### config.mk
export PLATFORM = sky130hd
export DESIGN_NAME = uifc_top
export DESIGN_NICKNAME = d
export VERILOG_FILES = /design/src/inc/uifc_pkg.sv /design/src/verilog/uifc_intr_id.sv /design/src/verilog/uifc_flow_ctl.sv /design/src/verilog/uifc_top.sv
export SDC_FILE = /design/constraint.sdc
export NUM_CORES = 1
export LEC_CHECK = 0
export BUFFER_PORTS_ARGS = -buffer_cell sky130_fd_sc_hd__buf_2
export CORE_ASPECT_RATIO = 0.7
export CORE_MARGIN = 3
export CORE_UTILIZATION = 57
export DETAILED_ROUTE_END_ITERATION = 10
export PLACE_DENSITY = 0.8
export RECOVER_POWER = 50
export SLEW_MARGIN = 10
export SYNTH_ARGS = -nofsm -noshare
export SYNTH_HDL_FRONTEND = slang
export SYNTH_HIERARCHICAL = 1
export SYNTH_SLANG_ARGS = --single-unit
### constraint.sdc
create_clock -name i_sys_clk -period 3.2 [get_ports i_sys_clk]
set_input_delay 0.64 -clock i_sys_clk [delete_from_list [all_inputs] [get_ports i_sys_clk]]
set_output_delay 0.64 -clock i_sys_clk [all_outputs]
set_load 0.005 [all_outputs]
### src/inc/uifc_pkg.sv
package uifc_pkg;
  // =====================================================
  // register addresses (3-bit host bus)
  localparam logic [2:0] ADDR_RX_TX = 3'h0;
  localparam logic [2:0] ADDR_IER = 3'h1;
  localparam logic [2:0] ADDR_IIR_FCR = 3'h2;
  localparam logic [2:0] ADDR_LCR = 3'h3;
  localparam logic [2:0] ADDR_MCR = 3'h4;
  localparam logic [2:0] ADDR_TCR = 3'h6;
  localparam logic [2:0] ADDR_TLR_XOFF2 = 3'h7;
  // line control value that opens the enhanced bank
  localparam logic [7:0] LCR_ENH_KEY = 8'hBF;
  localparam int LCR_DLAB = 7;
  // =====================================================
  // enable bit positions
  localparam int IE_RX = 0;
  localparam int IE_TX = 1;
  localparam int IE_LS = 2;
  localparam int IE_MS = 3;
  localparam int IE_SLEEP = 4;
  localparam int IE_XOFF = 5;
  localparam int IE_RTS = 6;
  localparam int IE_CTS = 7;
  // enhanced feature bit positions
  localparam int EF_WREN = 4;
  localparam int EF_SPECIAL = 5;
  localparam int EF_AUTO_RTS = 6;
  localparam int EF_AUTO_CTS = 7;
  // modem control bit position and write lock masks
  localparam int MC_ACCESS = 6;
  localparam logic [7:0] MC_LOCK_MASK = 8'hE0;
  localparam logic [7:0] FC_LOCK_MASK = 8'h30;
  localparam logic [7:0] IE_LOCK_MASK = 8'hF0;
  // =====================================================
  // identification codes on bits 5:1
  localparam logic [4:0] ID_LINE = 5'h03;
  localparam logic [4:0] ID_TIMEOUT = 5'h06;
  localparam logic [4:0] ID_RX = 5'h02;
  localparam logic [4:0] ID_TX = 5'h01;
  localparam logic [4:0] ID_MODEM = 5'h00;
  localparam logic [4:0] ID_XOFF = 5'h08;
  localparam logic [4:0] ID_FLOW = 5'h10;
  // =====================================================
  localparam logic [7:0] RESET_BYTE = 8'h00;
  localparam logic [6:0] THR_STEP_SHIFT = 7'h02;
endpackage : uifc_pkg

### src/verilog/uifc_intr_id.sv
`timescale 1ns/10ps
module uifc_intr_id (
  input wire logic i_line_err,
  input wire logic i_rx_timeout,
  input wire logic i_rx_ready,
  input wire logic i_tx_pend,
  input wire logic i_modem_pend,
  input wire logic i_xoff_pend,
  input wire logic i_flow_pend,
  output logic o_pending,
  output logic [4:0] o_code
);
  // =====================================================
  // priority encoder, all inputs already gated by enables
  always_comb
  begin
    o_pending = 1'b1;
    if (i_line_err) o_code = uifc_pkg::ID_LINE;
    else if (i_rx_timeout) o_code = uifc_pkg::ID_TIMEOUT;
    else if (i_rx_ready) o_code = uifc_pkg::ID_RX;
    else if (i_tx_pend) o_code = uifc_pkg::ID_TX;
    else if (i_modem_pend) o_code = uifc_pkg::ID_MODEM;
    else if (i_xoff_pend) o_code = uifc_pkg::ID_XOFF;
    else if (i_flow_pend) o_code = uifc_pkg::ID_FLOW;
    else
    begin
      o_code = uifc_pkg::ID_MODEM;
      o_pending = 1'b0;
    end
  end
endmodule : uifc_intr_id

### src/verilog/uifc_flow_ctl.sv
`timescale 1ns/10ps
module uifc_flow_ctl (
  input wire logic i_sys_clk,
  input wire logic i_sys_rst,
  input wire logic i_auto_rts,
  input wire logic i_auto_cts,
  input wire logic [7:0] i_threshold,
  input wire logic [6:0] i_rx_level,
  input wire logic i_cts_pin,
  output logic o_rts_pin,
  output logic o_tx_halt
);
  logic rts_q;
  logic rts_d;
  logic [6:0] halt_lvl;
  logic [6:0] resume_lvl;
  // =====================================================
  // nibble times four gives the byte count
  function automatic logic [6:0] nib_bytes(input logic [3:0] n);
    nib_bytes = {1'b0, n, 2'b00};
  endfunction : nib_bytes
  assign halt_lvl = nib_bytes(i_threshold[3:0]);
  assign resume_lvl = nib_bytes(i_threshold[7:4]);
  always_comb
  begin
    rts_d = rts_q;
    if (!i_auto_rts) rts_d = 1'b0;
    else if (i_rx_level >= halt_lvl) rts_d = 1'b1;
    else if (i_rx_level <= resume_lvl) rts_d = 1'b0;
  end
  always_ff @(posedge i_sys_clk or posedge i_sys_rst)
  begin
    if (i_sys_rst) rts_q <= 1'b0;
    else rts_q <= rts_d;
  end
  assign o_rts_pin = rts_q;
  // halting on a high cts level
  assign o_tx_halt = i_auto_cts & i_cts_pin;
  rts_halt_a: assert property (@(posedge i_sys_clk) disable iff (i_sys_rst)
    (i_auto_rts && $past(i_auto_rts) && i_rx_level >= halt_lvl) |=> o_rts_pin)
    else $error("rts not raised at halt level");
  cts_halt_a: assert property (@(posedge i_sys_clk) disable iff (i_sys_rst)
    (i_auto_cts && i_cts_pin) |-> o_tx_halt)
    else $error("tx not halted on cts high");
endmodule : uifc_flow_ctl

### src/verilog/uifc_top.sv
`timescale 1ns/10ps
// Contract
// - enable bits 0-3 gate rx, tx, line, modem
// - sleep only while enable bit 4 set
// - enable bits 5-7 gate xoff, rts, cts; here bit 6 or bit 7 unmasks both rts and cts changes
// - re-enabling tx raises no fresh interrupt
// - interrupt output active for enabled source
// - id bit 0 low while pending
// - id bit4 special char, bit5 flow change
// - id bits 7:6 mirror fifo enable
// - line 3, timeout 6, rx 2 codes
// - tx priority 3, modem priority 4
// - xoff priority 5, flow change 6
// - feature bits 3:0 pick software flow
// - feature bit 4 write-enables locked bits
// - special char match sets id bit 4
// - auto rts high at halt, low resume
// - auto cts halts tx on high cts
// - divisor is high byte then low byte
// - divisor writable only while sleep off
// - threshold nibbles: halt low, resume high
// - threshold write needs feature4 and modem6
// - modem bit 6 opens threshold access
module uifc_top (
  input wire logic i_sys_clk,
  input wire logic i_sys_rst,
  input wire logic [2:0] i_addr,
  input wire logic i_wr,
  input wire logic i_rd,
  input wire logic [7:0] i_wdata,
  output logic [7:0] o_rdata,
  input wire logic i_rx_valid,
  input wire logic [7:0] i_rx_char,
  input wire logic [6:0] i_rx_level,
  input wire logic i_tx_below,
  input wire logic i_line_err,
  input wire logic i_rx_timeout,
  input wire logic i_rx_ready,
  input wire logic i_modem_chg,
  input wire logic i_xoff_rcvd,
  input wire logic i_cts_pin,
  output logic o_rts_pin,
  output logic o_tx_halt,
  output logic o_intr,
  output logic o_sleep,
  output logic [15:0] o_divisor,
  output logic [3:0] o_sw_flow_mode,
  output logic o_fifo_mode
);
  logic [7:0] ier_q, ier_d, efr_q, efr_d, lcr_q, lcr_d, mcr_q, mcr_d;
  logic [7:0] fcr_q, fcr_d, dll_q, dll_d, dlh_q, dlh_d, tcr_q, tcr_d;
  logic [7:0] tlr_q, tlr_d, xoff2_q, xoff2_d;
  logic tx_pend_q, tx_pend_d, spec_q, spec_d, flow_q, flow_d;
  logic rts_prev_q, cts_prev_q, tx_below_q;
  logic enh_bank, dlab, pending, tx_arm, id_read;
  logic [4:0] code;
  logic [7:0] interrupt_source_id;
  // =====================================================
  // locked bits keep their value unless feature bit 4 set
  function automatic logic [7:0] lock_merge(input logic [7:0] old_v,
    input logic [7:0] new_v, input logic [7:0] mask, input logic wren);
    lock_merge = wren ? new_v : ((old_v & mask) | (new_v & ~mask));
  endfunction : lock_merge
  assign enh_bank = (lcr_q == uifc_pkg::LCR_ENH_KEY);
  assign dlab = lcr_q[uifc_pkg::LCR_DLAB];
  // =====================================================
  // register writes
  always_comb
  begin
    ier_d = ier_q;
    efr_d = efr_q;
    lcr_d = lcr_q;
    mcr_d = mcr_q;
    fcr_d = fcr_q;
    dll_d = dll_q;
    dlh_d = dlh_q;
    tcr_d = tcr_q;
    tlr_d = tlr_q;
    xoff2_d = xoff2_q;
    if (i_wr)
    begin
      if (i_addr == uifc_pkg::ADDR_LCR) lcr_d = i_wdata;
      else if (enh_bank && i_addr == uifc_pkg::ADDR_IIR_FCR) efr_d = i_wdata;
      else if (enh_bank && i_addr == uifc_pkg::ADDR_TLR_XOFF2) xoff2_d = i_wdata;
      else if (dlab && !ier_q[uifc_pkg::IE_SLEEP] && i_addr == uifc_pkg::ADDR_RX_TX)
        dll_d = i_wdata;
      else if (dlab && !ier_q[uifc_pkg::IE_SLEEP] && i_addr == uifc_pkg::ADDR_IER)
        dlh_d = i_wdata;
      else if (dlab || enh_bank) ier_d = ier_q;
      else if (i_addr == uifc_pkg::ADDR_IER)
        ier_d = lock_merge(ier_q, i_wdata, uifc_pkg::IE_LOCK_MASK,
          efr_q[uifc_pkg::EF_WREN]);
      else if (i_addr == uifc_pkg::ADDR_IIR_FCR)
        fcr_d = lock_merge(fcr_q, i_wdata, uifc_pkg::FC_LOCK_MASK,
          efr_q[uifc_pkg::EF_WREN]);
      else if (i_addr == uifc_pkg::ADDR_MCR)
        mcr_d = lock_merge(mcr_q, i_wdata, uifc_pkg::MC_LOCK_MASK,
          efr_q[uifc_pkg::EF_WREN]);
      else if (i_addr == uifc_pkg::ADDR_TCR && efr_q[uifc_pkg::EF_WREN]
        && mcr_q[uifc_pkg::MC_ACCESS]) tcr_d = i_wdata;
      else if (i_addr == uifc_pkg::ADDR_TLR_XOFF2 && efr_q[uifc_pkg::EF_WREN]
        && mcr_q[uifc_pkg::MC_ACCESS]) tlr_d = i_wdata;
    end
  end
  always_ff @(posedge i_sys_clk or posedge i_sys_rst)
  begin
    if (i_sys_rst)
    begin
      ier_q <= uifc_pkg::RESET_BYTE;
      efr_q <= uifc_pkg::RESET_BYTE;
      lcr_q <= uifc_pkg::RESET_BYTE;
      mcr_q <= uifc_pkg::RESET_BYTE;
      fcr_q <= uifc_pkg::RESET_BYTE;
      dll_q <= uifc_pkg::RESET_BYTE;
      dlh_q <= uifc_pkg::RESET_BYTE;
      tcr_q <= uifc_pkg::RESET_BYTE;
      tlr_q <= uifc_pkg::RESET_BYTE;
      xoff2_q <= uifc_pkg::RESET_BYTE;
    end
    else
    begin
      ier_q <= ier_d;
      efr_q <= efr_d;
      lcr_q <= lcr_d;
      mcr_q <= mcr_d;
      fcr_q <= fcr_d;
      dll_q <= dll_d;
      dlh_q <= dlh_d;
      tcr_q <= tcr_d;
      tlr_q <= tlr_d;
      xoff2_q <= xoff2_d;
    end
  end
  // =====================================================
  // event flags; a new event beats a read clear
  assign id_read = i_rd && i_addr == uifc_pkg::ADDR_IIR_FCR && !enh_bank && !dlab;
  // tx arms only on a fresh below-threshold edge, not on re-enable
  assign tx_arm = i_tx_below && !tx_below_q;
  always_comb
  begin
    tx_pend_d = tx_pend_q;
    spec_d = spec_q;
    flow_d = flow_q;
    if (!i_tx_below) tx_pend_d = 1'b0;
    else if (id_read && code == uifc_pkg::ID_TX) tx_pend_d = 1'b0;
    if (tx_arm) tx_pend_d = 1'b1;
    if (id_read) spec_d = 1'b0;
    if (i_xoff_rcvd) spec_d = 1'b1;
    if (i_rx_valid && efr_q[uifc_pkg::EF_SPECIAL] && i_rx_char == xoff2_q)
      spec_d = 1'b1;
    if (id_read) flow_d = 1'b0;
    if ((o_rts_pin && !rts_prev_q) || (i_cts_pin && !cts_prev_q))
      flow_d = 1'b1;
  end
  always_ff @(posedge i_sys_clk or posedge i_sys_rst)
  begin
    if (i_sys_rst)
    begin
      tx_pend_q <= 1'b0;
      spec_q <= 1'b0;
      flow_q <= 1'b0;
      rts_prev_q <= 1'b0;
      cts_prev_q <= 1'b0;
      tx_below_q <= 1'b0;
    end
    else
    begin
      tx_pend_q <= tx_pend_d;
      spec_q <= spec_d;
      flow_q <= flow_d;
      rts_prev_q <= o_rts_pin;
      cts_prev_q <= i_cts_pin;
      tx_below_q <= i_tx_below;
    end
  end
  // =====================================================
  // sources gated by enables
  uifc_intr_id u_id (
    .i_line_err(i_line_err & ier_q[uifc_pkg::IE_LS]),
    .i_rx_timeout(i_rx_timeout & ier_q[uifc_pkg::IE_RX]),
    .i_rx_ready(i_rx_ready & ier_q[uifc_pkg::IE_RX]),
    .i_tx_pend(tx_pend_q & ier_q[uifc_pkg::IE_TX]),
    .i_modem_pend(i_modem_chg & ier_q[uifc_pkg::IE_MS]),
    .i_xoff_pend(spec_q & ier_q[uifc_pkg::IE_XOFF]),
    .i_flow_pend(flow_q & (ier_q[uifc_pkg::IE_RTS] | ier_q[uifc_pkg::IE_CTS])),
    .o_pending(pending),
    .o_code(code)
  );
  uifc_flow_ctl u_flow (
    .i_sys_clk(i_sys_clk),
    .i_sys_rst(i_sys_rst),
    .i_auto_rts(efr_q[uifc_pkg::EF_AUTO_RTS]),
    .i_auto_cts(efr_q[uifc_pkg::EF_AUTO_CTS]),
    .i_threshold(tcr_q),
    .i_rx_level(i_rx_level),
    .i_cts_pin(i_cts_pin),
    .o_rts_pin(o_rts_pin),
    .o_tx_halt(o_tx_halt)
  );
  // =====================================================
  // identification and outputs
  assign interrupt_source_id = {{2{fcr_q[0]}}, code, ~pending};
  assign o_intr = pending;
  assign o_sleep = ier_q[uifc_pkg::IE_SLEEP];
  assign o_divisor = {dlh_q, dll_q};
  assign o_sw_flow_mode = efr_q[3:0];
  assign o_fifo_mode = fcr_q[0];
  always_ff @(posedge i_sys_clk or posedge i_sys_rst)
  begin
    if (i_sys_rst) o_rdata <= uifc_pkg::RESET_BYTE;
    else if (dlab && i_addr == uifc_pkg::ADDR_RX_TX) o_rdata <= dll_q;
    else if (dlab && i_addr == uifc_pkg::ADDR_IER) o_rdata <= dlh_q;
    else if (enh_bank && i_addr == uifc_pkg::ADDR_IIR_FCR) o_rdata <= efr_q;
    else if (i_addr == uifc_pkg::ADDR_IER) o_rdata <= ier_q;
    else if (i_addr == uifc_pkg::ADDR_IIR_FCR) o_rdata <= interrupt_source_id;
    else if (i_addr == uifc_pkg::ADDR_LCR) o_rdata <= lcr_q;
    else if (i_addr == uifc_pkg::ADDR_MCR) o_rdata <= mcr_q;
    else if (i_addr == uifc_pkg::ADDR_TCR && mcr_q[uifc_pkg::MC_ACCESS]) o_rdata <= tcr_q;
    else if (i_addr == uifc_pkg::ADDR_TLR_XOFF2 && mcr_q[uifc_pkg::MC_ACCESS])
      o_rdata <= tlr_q;
    else o_rdata <= uifc_pkg::RESET_BYTE;
  end
  // =====================================================
  intr_out_a: assert property (@(posedge i_sys_clk) disable iff (i_sys_rst)
    (i_line_err && ier_q[uifc_pkg::IE_LS]) |-> (o_intr && code == uifc_pkg::ID_LINE))
    else $error("line error not reported first");
  sleep_lock_a: assert property (@(posedge i_sys_clk) disable iff (i_sys_rst)
    ier_q[uifc_pkg::IE_SLEEP] |=> $stable(o_divisor))
    else $error("divisor changed in sleep");
  ier_lock_a: assert property (@(posedge i_sys_clk) disable iff (i_sys_rst)
    !efr_q[uifc_pkg::EF_WREN] |=> (ier_q[7:4] == $past(ier_q[7:4])))
    else $error("locked enable bits changed");
  tcr_gate_a: assert property (@(posedge i_sys_clk) disable iff (i_sys_rst)
    !(efr_q[uifc_pkg::EF_WREN] && mcr_q[uifc_pkg::MC_ACCESS]) |=> $stable(tcr_q))
    else $error("threshold written without access");
  spec_set_a: assert property (@(posedge i_sys_clk) disable iff (i_sys_rst)
    (i_rx_valid && efr_q[uifc_pkg::EF_SPECIAL] && i_rx_char == xoff2_q) |=> spec_q)
    else $error("special char not flagged");
  no_int_a: assert property (@(posedge i_sys_clk) disable iff (i_sys_rst)
    !o_intr |-> interrupt_source_id[0])
    else $error("id bit 0 wrong when idle");
  fifo_mirror_a: assert property (@(posedge i_sys_clk) disable iff (i_sys_rst)
    interrupt_source_id[7:6] == {2{o_fifo_mode}})
    else $error("id mirror bits wrong");
  tx_rearm_a: assert property (@(posedge i_sys_clk) disable iff (i_sys_rst)
    (!tx_pend_q && $past(i_tx_below) && i_tx_below) |=> !tx_pend_q)
    else $error("tx interrupt raised without fresh edge");
endmodule : uifc_top

Yosys cells after proc, flatten, opt, wreduce, memory -nomap -nowiden --
Index checks and enable logic that the tools add are counted.
Storage, ports and cells: output and inout port bits 33, register bits after elaboration 93, logic and storage cells 133
Operators by class: bitwise operators 23, reductions and logical operators 43, mux-type cells 36, equality and inequality tests 11, order comparisons 2
Operator list (count):
- two-way mux 8 bit | 11
- two-way mux 5 bit | 7
- logical AND 1 bit | 22
- two-way mux 1 bit | 17
- AND reduction 12 bit | 1
- inverter 1 bit | 11
- AND reduction 11 bit | 1
- AND reduction 10 bit | 1
- == test 3 bit, second input constant | 3
- AND reduction 9 bit | 1
- AND 1 bit | 8
- == test 8 bit | 1
- == test 8 bit, second input constant | 1
- OR 8 x 4 -> 8 bit | 1
- OR 8 x 5 -> 8 bit | 1
- AND reduction 8 bit | 1
- >= comparator 7 x 6 -> 1 bit | 1
- less-or-equal comparator 7 x 6 -> 1 bit | 1
- == test 3 x 2 -> 1 bit, second input constant | 2
- zero test 1 bit | 6
- two-way mux 6 bit | 1
- inequality test 3 x 1 -> 1 bit, second input constant | 2
- OR 6 x 4 -> 6 bit | 1
- AND reduction 6 bit | 1
- 11 further kinds | 12

Depth between registers and ports, before layout --
Gate-level depths: netlist of run 1.
depth after elaboration 15, depth in mapped cells 7, mapped depth without buffers 7

Hierarchy --
The synthesis of run 1 kept the hierarchy.
By module, submodules not included:
- uifc_top | area each 4186.5 µm², seq. area each 2177.1 µm², instances 1, cells each 327
- uifc_flow_ctl | area each 241.5 µm², seq. area each 25.0 µm², instances 1, cells each 31
- uifc_intr_id | area each 60.1 µm², seq. area each 0.0 µm², instances 1, cells each 10

Least setup slack after synthesis of run 1 --
OpenSTA, ideal clock, no wires.
kind input to register, start input i_addr[1], end register dll_q[0], path slack 970 ps, buffers on the path 2, stages 5, data required time 3075 ps, arrival time 2105 ps, cells stage by stage or3b_1 -> buf_2 -> or4b_4 -> buf_6 -> mux2_4
Between the ends: word-level cells in the longest chain between the ends 4
Ends and longest elaborated chain:
- start: declaration | line uifc_top.sv:27 | input wire logic [2:0] i_addr,
- == test 3 x 2 -> 1 bit or == test 3 bit (tied branches) | line uifc_top.sv:83, uifc_top.sv:84
- logical AND 1 bit, on equally long branches | line uifc_top.sv:83, uifc_top.sv:84
- inverter 1 bit (no line)
- AND reduction 5 bit (no line) (*)
- end signal: assignment | line uifc_top.sv:114 | dll_q <= uifc_pkg::RESET_BYTE;
- end signal: assignment | line uifc_top.sv:127 | dll_q <= dll_d;
- end: declaration | line uifc_top.sv:51 | logic [7:0] fcr_q, fcr_d, dll_q, dll_d, dlh_q, dlh_d, tcr_q, tcr_d;
Mark *: on every way between the ends. The rest lies on a longest branch, timed or not. A chain may end at the register's enable or synchronous reset.

Worst setup path after layout of run 1 --
start register lcr_q[7], end register dll_q[0]
Between the ends: word-level cells in the longest chain between the ends 4
Ends and longest elaborated chain:
- start: declaration | line uifc_top.sv:50 | logic [7:0] ier_q, ier_d, efr_q, efr_d, lcr_q, lcr_d, mcr_q, mcr_d;
- start signal: assignment | line uifc_top.sv:111 | lcr_q <= uifc_pkg::RESET_BYTE;
- start signal: assignment | line uifc_top.sv:124 | lcr_q <= lcr_d;
- == test 8 bit | line uifc_top.sv:64 | assign enh_bank = (lcr_q == uifc_pkg::LCR_ENH_KEY);
- logical AND 1 bit, on equally long branches | line uifc_top.sv:83, uifc_top.sv:84
- inverter 1 bit (no line)
- AND reduction 5 bit (no line) (*)
Marked as above.

==> results of run 1 <==
registers in the layout, indices dropped and copies added, names as in the netlist:
name / count
fcr_q: 1
rts_prev_q: 1
lcr_q: 8
dll_q: 8
o_rdata: 8
u_flow/o_rts_pin: 1
mcr_q: 8
flow_q: 1
tx_below_q: 1
efr_q: 8
spec_q: 1
cts_prev_q: 1
tlr_q: 8
dlh_q: 8
xoff2_q: 8
tcr_q: 8
ier_q: 8
tx_pend_q: 1
layout make-up:
cell class	count	area (µm²)	share of cell area (%)
tap	98	122.6	2.354
clock buffer	14	274.0	5.259
clock inverter	2	60.06	1.153
multi-input combinational	244	2121	40.71
timing repair buffer	75	372.9	7.157
inverter	15	57.56	1.105
sequential	88	2202	42.27
worst paths after layout:
check                      slack (ns)  cells after the start          endpoint
min reg2reg                      0.42                      1         tx_pend_q
max                              0.77                      3          dll_q[0]
min                              0.13                      2  u_flow/o_rts_pin
min in group i_sys_clk           0.42                      1        tx_below_q
max reg2reg                      0.77                      3          dll_q[0]
max in group asynchronous        1.04                      3          dll_q[6]
critical path: cells and delay by family, from the launching register on:
family	cells	cell delay, ns
AND/OR/NAND/NOR	2	1.27
flip-flops	1	0.71
multiplexers	1	0.34
through the flow:
stage | hold WS, ns | instances | instance area, µm² | utilization, %
after global routing | 0.1375 | 536 | 5210 | 69.63
after floorplan | 0.3687 | 368 | 4488 | -
final | 0.1327 | 536 | 5210 | 69.63
after CTS | 0.1428 | 536 | 5225 | 69.83
after global placement | 0.4098 | 520 | 4891 | 65.37
after detailed placement | 0.4225 | 520 | 4891 | 65.37
cell families after synthesis:
kind of cell               Yosys count  share of synthesized area (%)
muxes                               91                          23.31
DFF                                 88                          49.07
and+or+nand+nor                     83                          11.15
AOI/OAI and AO/OA                   54                          9.005
buffers and inverters               36                          3.680
xor gates and xnor gates             8                          1.561
adders and majority gates            8                          2.230
metal layers:
layer,GRT usage (%),vias up
met5,0,-
met2,41.15,168
li1,-,1467
met1,39.96,1667
met3,8.358,20
met4,6.963,0
cell usage after synthesis (3+ instances only):
cell / n
mux2i_1: 7
mux2_4: 8
a211o_1: 5
nor2_1: 13
o21ai_0: 4
nand4b_1: 3
nand4_1: 5
nand3_1: 5
a211oi_1: 5
buf_2: 6
ha_1: 8
a221oi_1: 7
buf_4: 4
mux2_2: 76
xnor2_1: 4
nor2b_1: 7
and2_1: 9
a32oi_1: 5
nand2_1: 13
xor2_1: 4
clkbuf_1: 9
nand2b_1: 11
dfrtp_1: 88
inv_1: 15
a21oi_1: 10
power breakdown:
group	internal, µW	switching (µW)	total [µW]
Combinational	297	265	562
Sequential	1260	157	1420
Clock	748	406	1150
Total	2310	828	3140
==> metrics.log, run 1 <==
INFO  metric synth.largest_area_cell = dfrtp_1
INFO  metric post_synth_main_area_contributors = dfrtp_1 49%, mux2_2 19%, mux2_4 2.7%
INFO  metric syn_area = 0.004488 mm²
INFO  metric detail_route.vias_per_cell = 6.198
INFO  metric power_density = 601.8 mW/mm²
INFO  metric peakVddDrop = 438.8 µV
INFO  metric diodes = 0
INFO  metric fp.dieArea = 0.008991 mm²
INFO  metric grt_start_max_net_pins = 46
INFO  metric synth_top_area_share = 49.07%
INFO  metric ctsResizeCount = 0
INFO  metric yosys_most_used_dff = dfrtp_1
INFO  metric most-common-layout-cells = 88 x dfrtp_1, 76 x mux2_2, 62 x buf_2
INFO  metric worst-endpoint-required = 3.42 ns
INFO  metric h-tree-depth = 3
INFO  metric ys_seq_area_share = 49.07%
INFO  metric detailroute.wirelength.met2 = 5155 µm
INFO  metric die-height = 80.24 µm
INFO  metric synthArstFlopShare = 100.0%
INFO  metric drtIter0Drc = 344
INFO  metric worstSetupStartpoint = lcr_q[7]
INFO  metric top_signal_layer_used = met4
INFO  metric detail_route.first_pass.iterations = 6
INFO  metric layout_commonest_cell = dfrtp_1
INFO  metric layout-area-overhead-vs-synth = 16.09%
INFO  metric critPathMaxStageDelay = 0.71 ns
INFO  metric drv_slew = 46
INFO  metric reg_to_reg_critical_path_startpoint = lcr_q[7]
INFO  metric endpoint_kind = flip-flop
INFO  metric failing_checks = capacitance limit, slew limit
INFO  metric post_cts_setup_buffers = 0
INFO  metric std_cell_rows = 26
INFO  metric ctsRootBufferMaster = clkbuf_16
INFO  metric yosys_warnings = 6
INFO  metric path_max_fanout = 16
INFO  metric setup_tns_after_final_layout = 0 ns
INFO  metric fmax = 411.1 MHz
INFO  metric clk_latency = 0.34 ns
INFO  metric drive_above_1_share = 39.27%
INFO  metric vias = 3322
INFO  metric groute.usage.overall = 27.69%
INFO  metric ys_types = 53
INFO  metric syn-num-nets = 414
INFO  metric syn-instance-count = 368
INFO  metric fin_ws = 0.7678 ns
INFO  metric timing.final.crit_share = 76.01%
INFO  metric placeableCoreArea = 0.007482 mm²
INFO  metric first_global_vias = 3406
INFO  metric worst_setup_hold_path_clk_slew = 0.06 ns
INFO  metric fill_cells = 539
INFO  metric global_route_wire_length_before_repair = 18690 µm
INFO  metric postCtsHoldBufs = 0
INFO  metric post_synth.cell_area_avg = 12.20 µm²
INFO  metric drt-wirelength-per-cell = 21.90 µm
INFO  metric drt_wl_total = 11740 µm
INFO  metric worstSetupStartpointType = flip-flop
INFO  metric max_slew.worst_pin.slew = 2.082 ns
INFO  metric totalPowerFinal = 3136 µW
INFO  metric seq_cells_post_synth = 88
INFO  metric route.layer.met1.wl = 5313 µm
INFO  metric synth-edff-count = 0
INFO  metric path_cells = or3b_1, or4b_4, mux2_4
INFO  metric total_leakage_power = 0.002524 µW
INFO  metric dpl.hpwl = 8282 µm
INFO  metric hold_path_class = in2async
INFO  metric total_drc_errors_in_the_routed_layout = 0
INFO  metric cts.sink_count = 88
INFO  metric ctsLongestPathBuffers = 2
INFO  metric detailedPlace.worstSlack = 0.5175 ns
INFO  metric antenna_found_initial = 0
INFO  metric setup_viols_final = 0
INFO  metric crit_path_top_delay_cell = dfrtp_1
INFO  metric final_antenna_net_count = 0
INFO  metric floorplan.initialDensity = 59.98%
INFO  metric hold_viol_final = 0
INFO  metric io_buffer_count = 70
INFO  metric cts_tree = built
INFO  metric cts_made_buffers = 9
INFO  metric dieWidth = 112.1 µm
INFO  metric finalWorstPathRequiredPeriod = 2.432 ns
INFO  metric sum_of_met3_wire_segment_lengths_after_detailed_routing = 1098 µm
INFO  metric finalWeightedCongestion = 0.8997
INFO  metric max_cap_violations = 1
INFO  metric timing_worst_setup_path_type = reg2reg
INFO  metric run_status = complete, but fails checks
INFO  metric critPathArrivalTime = 2.65 ns
INFO  metric globalRouteOverflowTotal = 0
INFO  metric timing.slew.headroom = -39.55%
INFO  metric ioPinCount = 71
INFO  metric rsz0062_at_grt = false
INFO  metric fin_worst_skew = 0.007256 ns
INFO  metric nets = 479
(Power assumes the default switching activity.)
==> run 2: changes to the inputs <==
Clock period 3.2 ns to 2.34 ns, I/O delays scaled along.
==> run 2 against run 1 <==
The run now ends clean. Largest cell class unchanged. Sequential power rose by 35%. Die area did not move. Sequential cell count did not move. Critical path type unchanged. Final cell count rose by 2.6%.
==> metrics.log, run 2 (same netlist as run 1, synthesis figures left out) <==
INFO  metric most-common-layout-cells = 88 x dfrtp_1, 76 x mux2_2, 55 x buf_2 (was 88 x dfrtp_1, 76 x mux2_2, 62 x buf_2)
INFO  metric fill_cells = 549 (was 539)
INFO  metric nets = 493 (was 479)
INFO  metric whs = 0.2518 ns (was 0.1327 ns)
INFO  metric layoutNonFillerInstCount = 550 (was 536)
INFO  metric setup_tns_after_final_layout = 0 ns (unchanged)
INFO  metric detail_route.vias_per_cell = 6.058 (was 6.198)
INFO  metric critPathArrivalTime = 2.21 ns (was 2.65 ns)
INFO  metric totalPowerFinal = 4240 µW (was 3136 µW)
INFO  metric fmax = 501.7 MHz (was 411.1 MHz)
INFO  metric worst-endpoint-required = 2.56 ns (was 3.42 ns)
INFO  metric max_cap_violations = 0 (was 1)
INFO  metric die-height = 80.24 µm (unchanged)
INFO  metric fp.dieArea = 0.008991 mm² (unchanged)
INFO  metric antenna_found_initial = 0 (unchanged)
INFO  metric total_drc_errors_in_the_routed_layout = 0 (unchanged)
INFO  metric run_status = completed (was complete, but fails checks)
INFO  metric drt_wl_total = 11260 µm (was 11740 µm)
INFO  metric gr-usage-met2 = 40.31% (was 41.15%)
INFO  metric h-tree-depth = 3 (unchanged)
INFO  metric first_global_vias = 3312 (was 3406)
INFO  metric area_of_the_multi_input_gates = 0.002121 mm² (unchanged)
INFO  metric regArea = 0.002202 mm² (unchanged)
INFO  metric io_buffer_count = 70 (unchanged)
INFO  metric hold_viol_final = 0 (unchanged)
INFO  metric global_route_wire_length_before_repair = 17740 µm (was 18690 µm)
INFO  metric finalWeightedCongestion = 0.9637 (was 0.8997)
INFO  metric worstSetupStartpointType = flip-flop (unchanged)
INFO  metric post_cts_setup_buffers = 0 (unchanged)
INFO  metric drive_above_1_share = 39.38% (was 39.27%)
INFO  metric hold_path_class = in2reg (was in2async)
INFO  metric drv_slew = 0 (was 46)
INFO  metric floorplan.initialDensity = 59.98% (unchanged)
INFO  metric vias = 3332 (was 3322)
INFO  metric cts_tree = built (unchanged)
INFO  metric ctsResizeCount = 0 (unchanged)
INFO  metric gr-usage-met1 = 35.40% (was 39.96%)
INFO  metric max_slew.worst_pin.slew = 1.122 ns (was 2.082 ns)
INFO  metric globalRoute.busiestLayer = met2 (unchanged)
INFO  metric layout-area-overhead-vs-synth = 18.34% (was 16.09%)
INFO  metric ctsLongestPathBuffers = 2 (unchanged)
INFO  metric postCtsHoldBufs = 1 (was 0)
INFO  metric clk_latency = 0.34 ns (about the same)
INFO  metric globalRouteOverflowTotal = 0 (unchanged)
INFO  metric dpl.cell_count = 533 (was 520)
INFO  metric timing.slew.headroom = 24.76% (was -39.55%)
INFO  metric final_antenna_net_count = 0 (unchanged)
INFO  metric path_max_fanout = 4 (was 16)
INFO  metric timing.final.crit_share = 85.19% (was 76.01%)
INFO  metric diodes = 0 (unchanged)
INFO  metric cts.sink_count = 88 (unchanged)
INFO  metric groute.usage.overall = 25.98% (was 27.69%)
INFO  metric ioPinCount = 71 (unchanged)
INFO  metric placeableCoreArea = 0.007482 mm² (unchanged)
INFO  metric fin_worst_skew = 0.003228 ns (was 0.007256 ns)
INFO  metric endpoint_kind = flip-flop (unchanged)
INFO  metric dieWidth = 112.1 µm (unchanged)
INFO  metric drtIter0Drc = 297 (was 344)
INFO  metric std_cell_rows = 26 (unchanged)
INFO  metric grt_start_max_net_pins = 40 (was 46)
INFO  metric grt_use_met3 = 8.057% (was 8.358%)
INFO  metric worst_setup_hold_path_clk_slew = 0.06 ns (about the same)
INFO  metric total_leakage_power = 0.002553 µW (was 0.002524 µW)
INFO  metric peakVddDrop = 590.1 µV (was 438.8 µV)
INFO  metric cts_made_buffers = 9 (unchanged)
INFO  metric ctsRootBufferMaster = clkbuf_16 (unchanged)
INFO  metric rsz0062_at_grt = false (unchanged)
INFO  metric detail_route.first_pass.iterations = 5 (was 6)
INFO  metric setup_viols_final = 0 (unchanged)
INFO  metric layout_commonest_cell = dfrtp_1 (unchanged)
INFO  metric finalWorstPathRequiredPeriod = 1.993 ns (was 2.432 ns)
INFO  metric dpl.hpwl = 8216 µm (was 8282 µm)
INFO  metric timing_worst_setup_path_type = reg2reg (unchanged)
INFO  metric drt-wirelength-per-cell = 20.47 µm (was 21.90 µm)
INFO  metric power_density = 798.4 mW/mm² (was 601.8 mW/mm²)
==> run 2: metrics by stage <==
step	util, %	cell area, µm²	setup WS, ns
floorplan	-	4492	0.2822
global placement	66.87	5004	0.2283
detailed placement	66.87	5004	0.1453
CTS	71.32	5336	0.3491
global route	70.99	5311	0.2908
finish	70.99	5311	0.3466
==> run 2: cell type report <==
type                    count  share of cell area (%)
clock buffers              11                   4.570
well taps                  98                   2.309
inverters                  15                   1.084
repair buffers             89                   9.140
clock inverters             5                   1.508
flip-flops and latches     88                   41.46
multi-input cells         244                   39.93
==> run 2: path summary, 6_finish.rpt <==
kind	startpoint	cells past startpoint	slack [ns]	endpoint
min reg2reg	tx_below_q	1	0.43	tx_pend_q
min in group asynchronous	i_sys_rst	3	0.51	u_flow/o_rts_pin
min	i_tx_below	1	0.25	tx_below_q
max	ier_q[0]	7	0.35	o_rdata[2]
max reg2reg	ier_q[0]	7	0.35	o_rdata[2]
max in group asynchronous	i_sys_rst	4	0.65	dll_q[0]
==> run 2: where the power goes <==
group	leakage [µW]	switching, µW	internal [µW]
combinational	0.00126	368	418
sequential	0.00114	185	1730
clock	0.000152	581	962
==> run 2: per-layer routing <==
layer	vias to the layer above	part of all wire, %
li1	1498	-
met2	140	46
met5	-	0
met4	0	1.4
met3	14	8.1
met1	1680	45
==> run 2: worst max-delay path: stages, from the launching register on <==
cell and delay [ns]:
dfrtp_1 0.41, and2_1 0.19, nor3_2 0.27, inv_1 0.10, mux2_2 0.27, a32oi_1 0.21, a211oi_1 0.11, a211o_1 0.30
==> run 3: changes to the inputs <==
Settings changed: CORE_MARGIN 3 to 2, RECOVER_POWER 50 to 100.
==> run 3 against run 2 <==
Non-clock buffer count decreased by 1. Largest cell class unchanged. Die area down 4.2%. Maximum frequency decreased by 5.5%. Worst setup slack got worse by 0.12 ns. Combinational power shrank 6.9%.
==> metrics.log, run 3 (same netlist as run 1, synthesis figures left out) <==
INFO  metric diodes = 0 (unchanged)
INFO  metric path_max_fanout = 15 (was 4)
INFO  metric dpl.cell_count = 535 (was 533)
INFO  metric power_density = 707.8 mW/mm² (was 798.4 mW/mm²)
INFO  metric fin_worst_skew = 0.007968 ns (was 0.003228 ns)
INFO  metric rsz0062_at_grt = false (unchanged)
INFO  metric finalWeightedCongestion = 0.9019 (was 0.9637)
INFO  metric cts.sink_count = 88 (unchanged)
INFO  metric crit_buf_inv = 2 (was 1)
INFO  metric path_cells = buf_4, nand4_1, nor4_1, nand2_1, clkbuf_2, mux2_2 (was and2_1, nor3_2, inv_1, mux2_2, a32oi_1, a211oi_1, a211o_1)
INFO  metric hold-path-cell-count = 1 (unchanged)
INFO  metric endpoint_kind = flip-flop (unchanged)
INFO  metric critPathArrivalTime = 2.36 ns (was 2.21 ns)
INFO  metric hold_viol_final = 0 (unchanged)
INFO  metric worst_r2r_path_depth = 6 (was 7)
INFO  metric critPathMaxStageDelay = 0.47 ns (was 0.41 ns)
INFO  metric worstSetupStartpointType = flip-flop (unchanged)
INFO  metric timing.hold.worst.start = i_tx_below (unchanged)
INFO  metric max_cap_violations = 0 (unchanged)
INFO  metric detail_route.first_pass.iterations = 5 (unchanged)
INFO  metric setup_viols_final = 0 (unchanged)
INFO  metric crit_path_top_delay_cell = nor4_1 (was dfrtp_1)
INFO  metric die-height = 78.24 µm (was 80.24 µm)
INFO  metric most-common-layout-cells = 88 x dfrtp_1, 75 x mux2_2, 48 x buf_2 (was 88 x dfrtp_1, 76 x mux2_2, 55 x buf_2)
INFO  metric dpl.hpwl = 8297 µm (was 8216 µm)
INFO  metric clk_latency = 0.37 ns (was 0.34 ns)
INFO  metric timing.final.crit_share = 90.12% (was 85.19%)
INFO  metric reg2reg_end = efr_q[7] (was o_rdata[2])
INFO  metric timing.slew.headroom = 22.22% (was 24.76%)
INFO  metric fin_ws = 0.2311 ns (was 0.3466 ns)
INFO  metric layout-area-overhead-vs-synth = 12.99% (was 18.34%)
INFO  metric ioPinCount = 71 (unchanged)
INFO  metric io_buffer_count = 70 (unchanged)
INFO  metric crit_family = simple AND/OR/NAND/NOR gates (was compound AO/OA/AOI/OAI gates)
INFO  metric ctsLongestPathBuffers = 2 (unchanged)
INFO  metric fill_cells = 624 (was 549)
INFO  metric total_leakage_power = 0.002402 µW (was 0.002553 µW)
INFO  metric floorplan.initialDensity = 58.01% (was 59.98%)
INFO  metric layout_commonest_cell = dfrtp_1 (unchanged)
INFO  metric ctsResizeCount = 0 (unchanged)
INFO  metric dieWidth = 110.1 µm (was 112.1 µm)
INFO  metric globalRouteOverflowTotal = 0 (unchanged)
INFO  metric nets = 492 (was 493)
INFO  metric detailedPlace.worstSlack = 0.1282 ns (was 0.1453 ns)
INFO  metric first_global_vias = 3425 (was 3312)
INFO  metric cts_tree = built (unchanged)
INFO  metric vias = 3342 (was 3332)
INFO  metric grt_start_max_net_pins = 88 (was 40)
INFO  metric setup_tns_after_final_layout = 0 ns (unchanged)
INFO  metric max_slew.worst_pin.slew = 1.167 ns (was 1.122 ns)
INFO  metric drt_wl_total = 11360 µm (was 11260 µm)
INFO  metric std_cell_rows = 27 (was 26)
INFO  metric finalWorstPathRequiredPeriod = 2.109 ns (was 1.993 ns)
INFO  metric detail_route.vias_per_cell = 6.065 (was 6.058)
INFO  metric cts_made_buffers = 9 (unchanged)
INFO  metric worst-endpoint-required = 2.59 ns (was 2.56 ns)
INFO  metric drtIter0Drc = 288 (was 297)
INFO  metric totalPowerFinal = 3589 µW (was 4240 µW)
INFO  metric layoutNonFillerInstCount = 551 (was 550)
INFO  metric drt-wirelength-per-cell = 20.62 µm (was 20.47 µm)
INFO  metric postCtsHoldBufs = 1 (unchanged)
INFO  metric stdcell_area = 0.005071 mm² (was 0.005311 mm²)
INFO  metric hold_path_class = in2reg (unchanged)
INFO  metric fmax = 474.2 MHz (was 501.7 MHz)
INFO  metric post_cts_setup_buffers = 0 (unchanged)
INFO  metric drv_slew = 0 (unchanged)
INFO  metric total_drc_errors_in_the_routed_layout = 0 (unchanged)
INFO  metric timing.hold.worst_endpoint = tx_below_q (unchanged)
INFO  metric placed_cell_area = 0.005000 mm² (was 0.005004 mm²)
INFO  metric global_route_wire_length_before_repair = 18220 µm (was 17740 µm)
INFO  metric peakVddDrop = 471.6 µV (was 590.1 µV)
INFO  metric h-tree-depth = 3 (unchanged)
INFO  metric worst_setup_hold_path_clk_slew = 0.08 ns (was 0.06 ns)
INFO  metric antenna_found_initial = 0 (unchanged)
INFO  metric groute.usage.overall = 28.73% (was 25.98%)
INFO  metric placeableCoreArea = 0.007736 mm² (was 0.007482 mm²)
INFO  metric run_status = completed (unchanged)
INFO  metric ctsRootBufferMaster = clkbuf_8 (was clkbuf_16)
INFO  metric drive_above_1_share = 33.78% (was 39.38%)
INFO  metric timing_worst_setup_path_type = reg2reg (unchanged)
INFO  metric worstSetupPathDepth = 6 (was 7)
INFO  metric fp.dieArea = 0.008611 mm² (was 0.008991 mm²)
INFO  metric reg2reg_slack = 0.23 ns (was 0.35 ns)
INFO  metric final_antenna_net_count = 0 (unchanged)
INFO  metric reg_to_reg_critical_path_startpoint = lcr_q[7] (was ier_q[0])
run 3: worst max-delay path by stage:
stage               from   endpoint
2_1_floorplan  i_addr[1]   dll_q[0]
3_3_place_gp   i_addr[0]   efr_q[5]
3_5_place_dp   i_addr[1]  tx_pend_q
4_1_cts         ier_q[0]     o_intr
5_1_grt         lcr_q[7]   efr_q[7]
6_report        lcr_q[7]   efr_q[7]
run 3: worst reg2reg max path: cells and delay by family (launching register included):
| kind | cells | cell delay, ns |
|---|---|---|
| simple gates | 3 | 0.85 |
| buf+inv | 2 | 0.49 |
| flops | 1 | 0.35 |
| mux | 1 | 0.32 |
run 3: area by class of cell:
cell class	count	area (µm²)	area share [%]
multi-input combinational	244	2078	40.98
sequential	88	2202	43.42
clock inverter	3	17.52	0.3454
clock buffer	12	155.1	3.059
timing repair buffer	88	431.7	8.512
tap	101	126.4	2.492
inverter	15	60.06	1.184
run 3: where the power goes:
part | switching (µW) | internal [µW]
Sequential | 185 | 1720
Clock | 514 | 435
Combinational | 362 | 370
run 3: metrics by stage:
stage	util, %	hold slack, ns
global placement	64.63	0.3339
detailed placement	64.63	0.3341
finish	65.55	0.2181
CTS	66.99	0.2067
global route	65.55	0.2101
floorplan	-	0.1967
run 3: metal layers:
| metal | vias to the layer above | part of all wire [%] | GRT usage (%) |
|---|---|---|---|
| li1 | 1498 | - | - |
| met1 | 1697 | 45 | 41.18 |
| met2 | 129 | 47 | 42.02 |
| met3 | 18 | 6.8 | 7.392 |
| met4 | 0 | 1.7 | 10.63 |
| met5 | - | 0 | 0 |
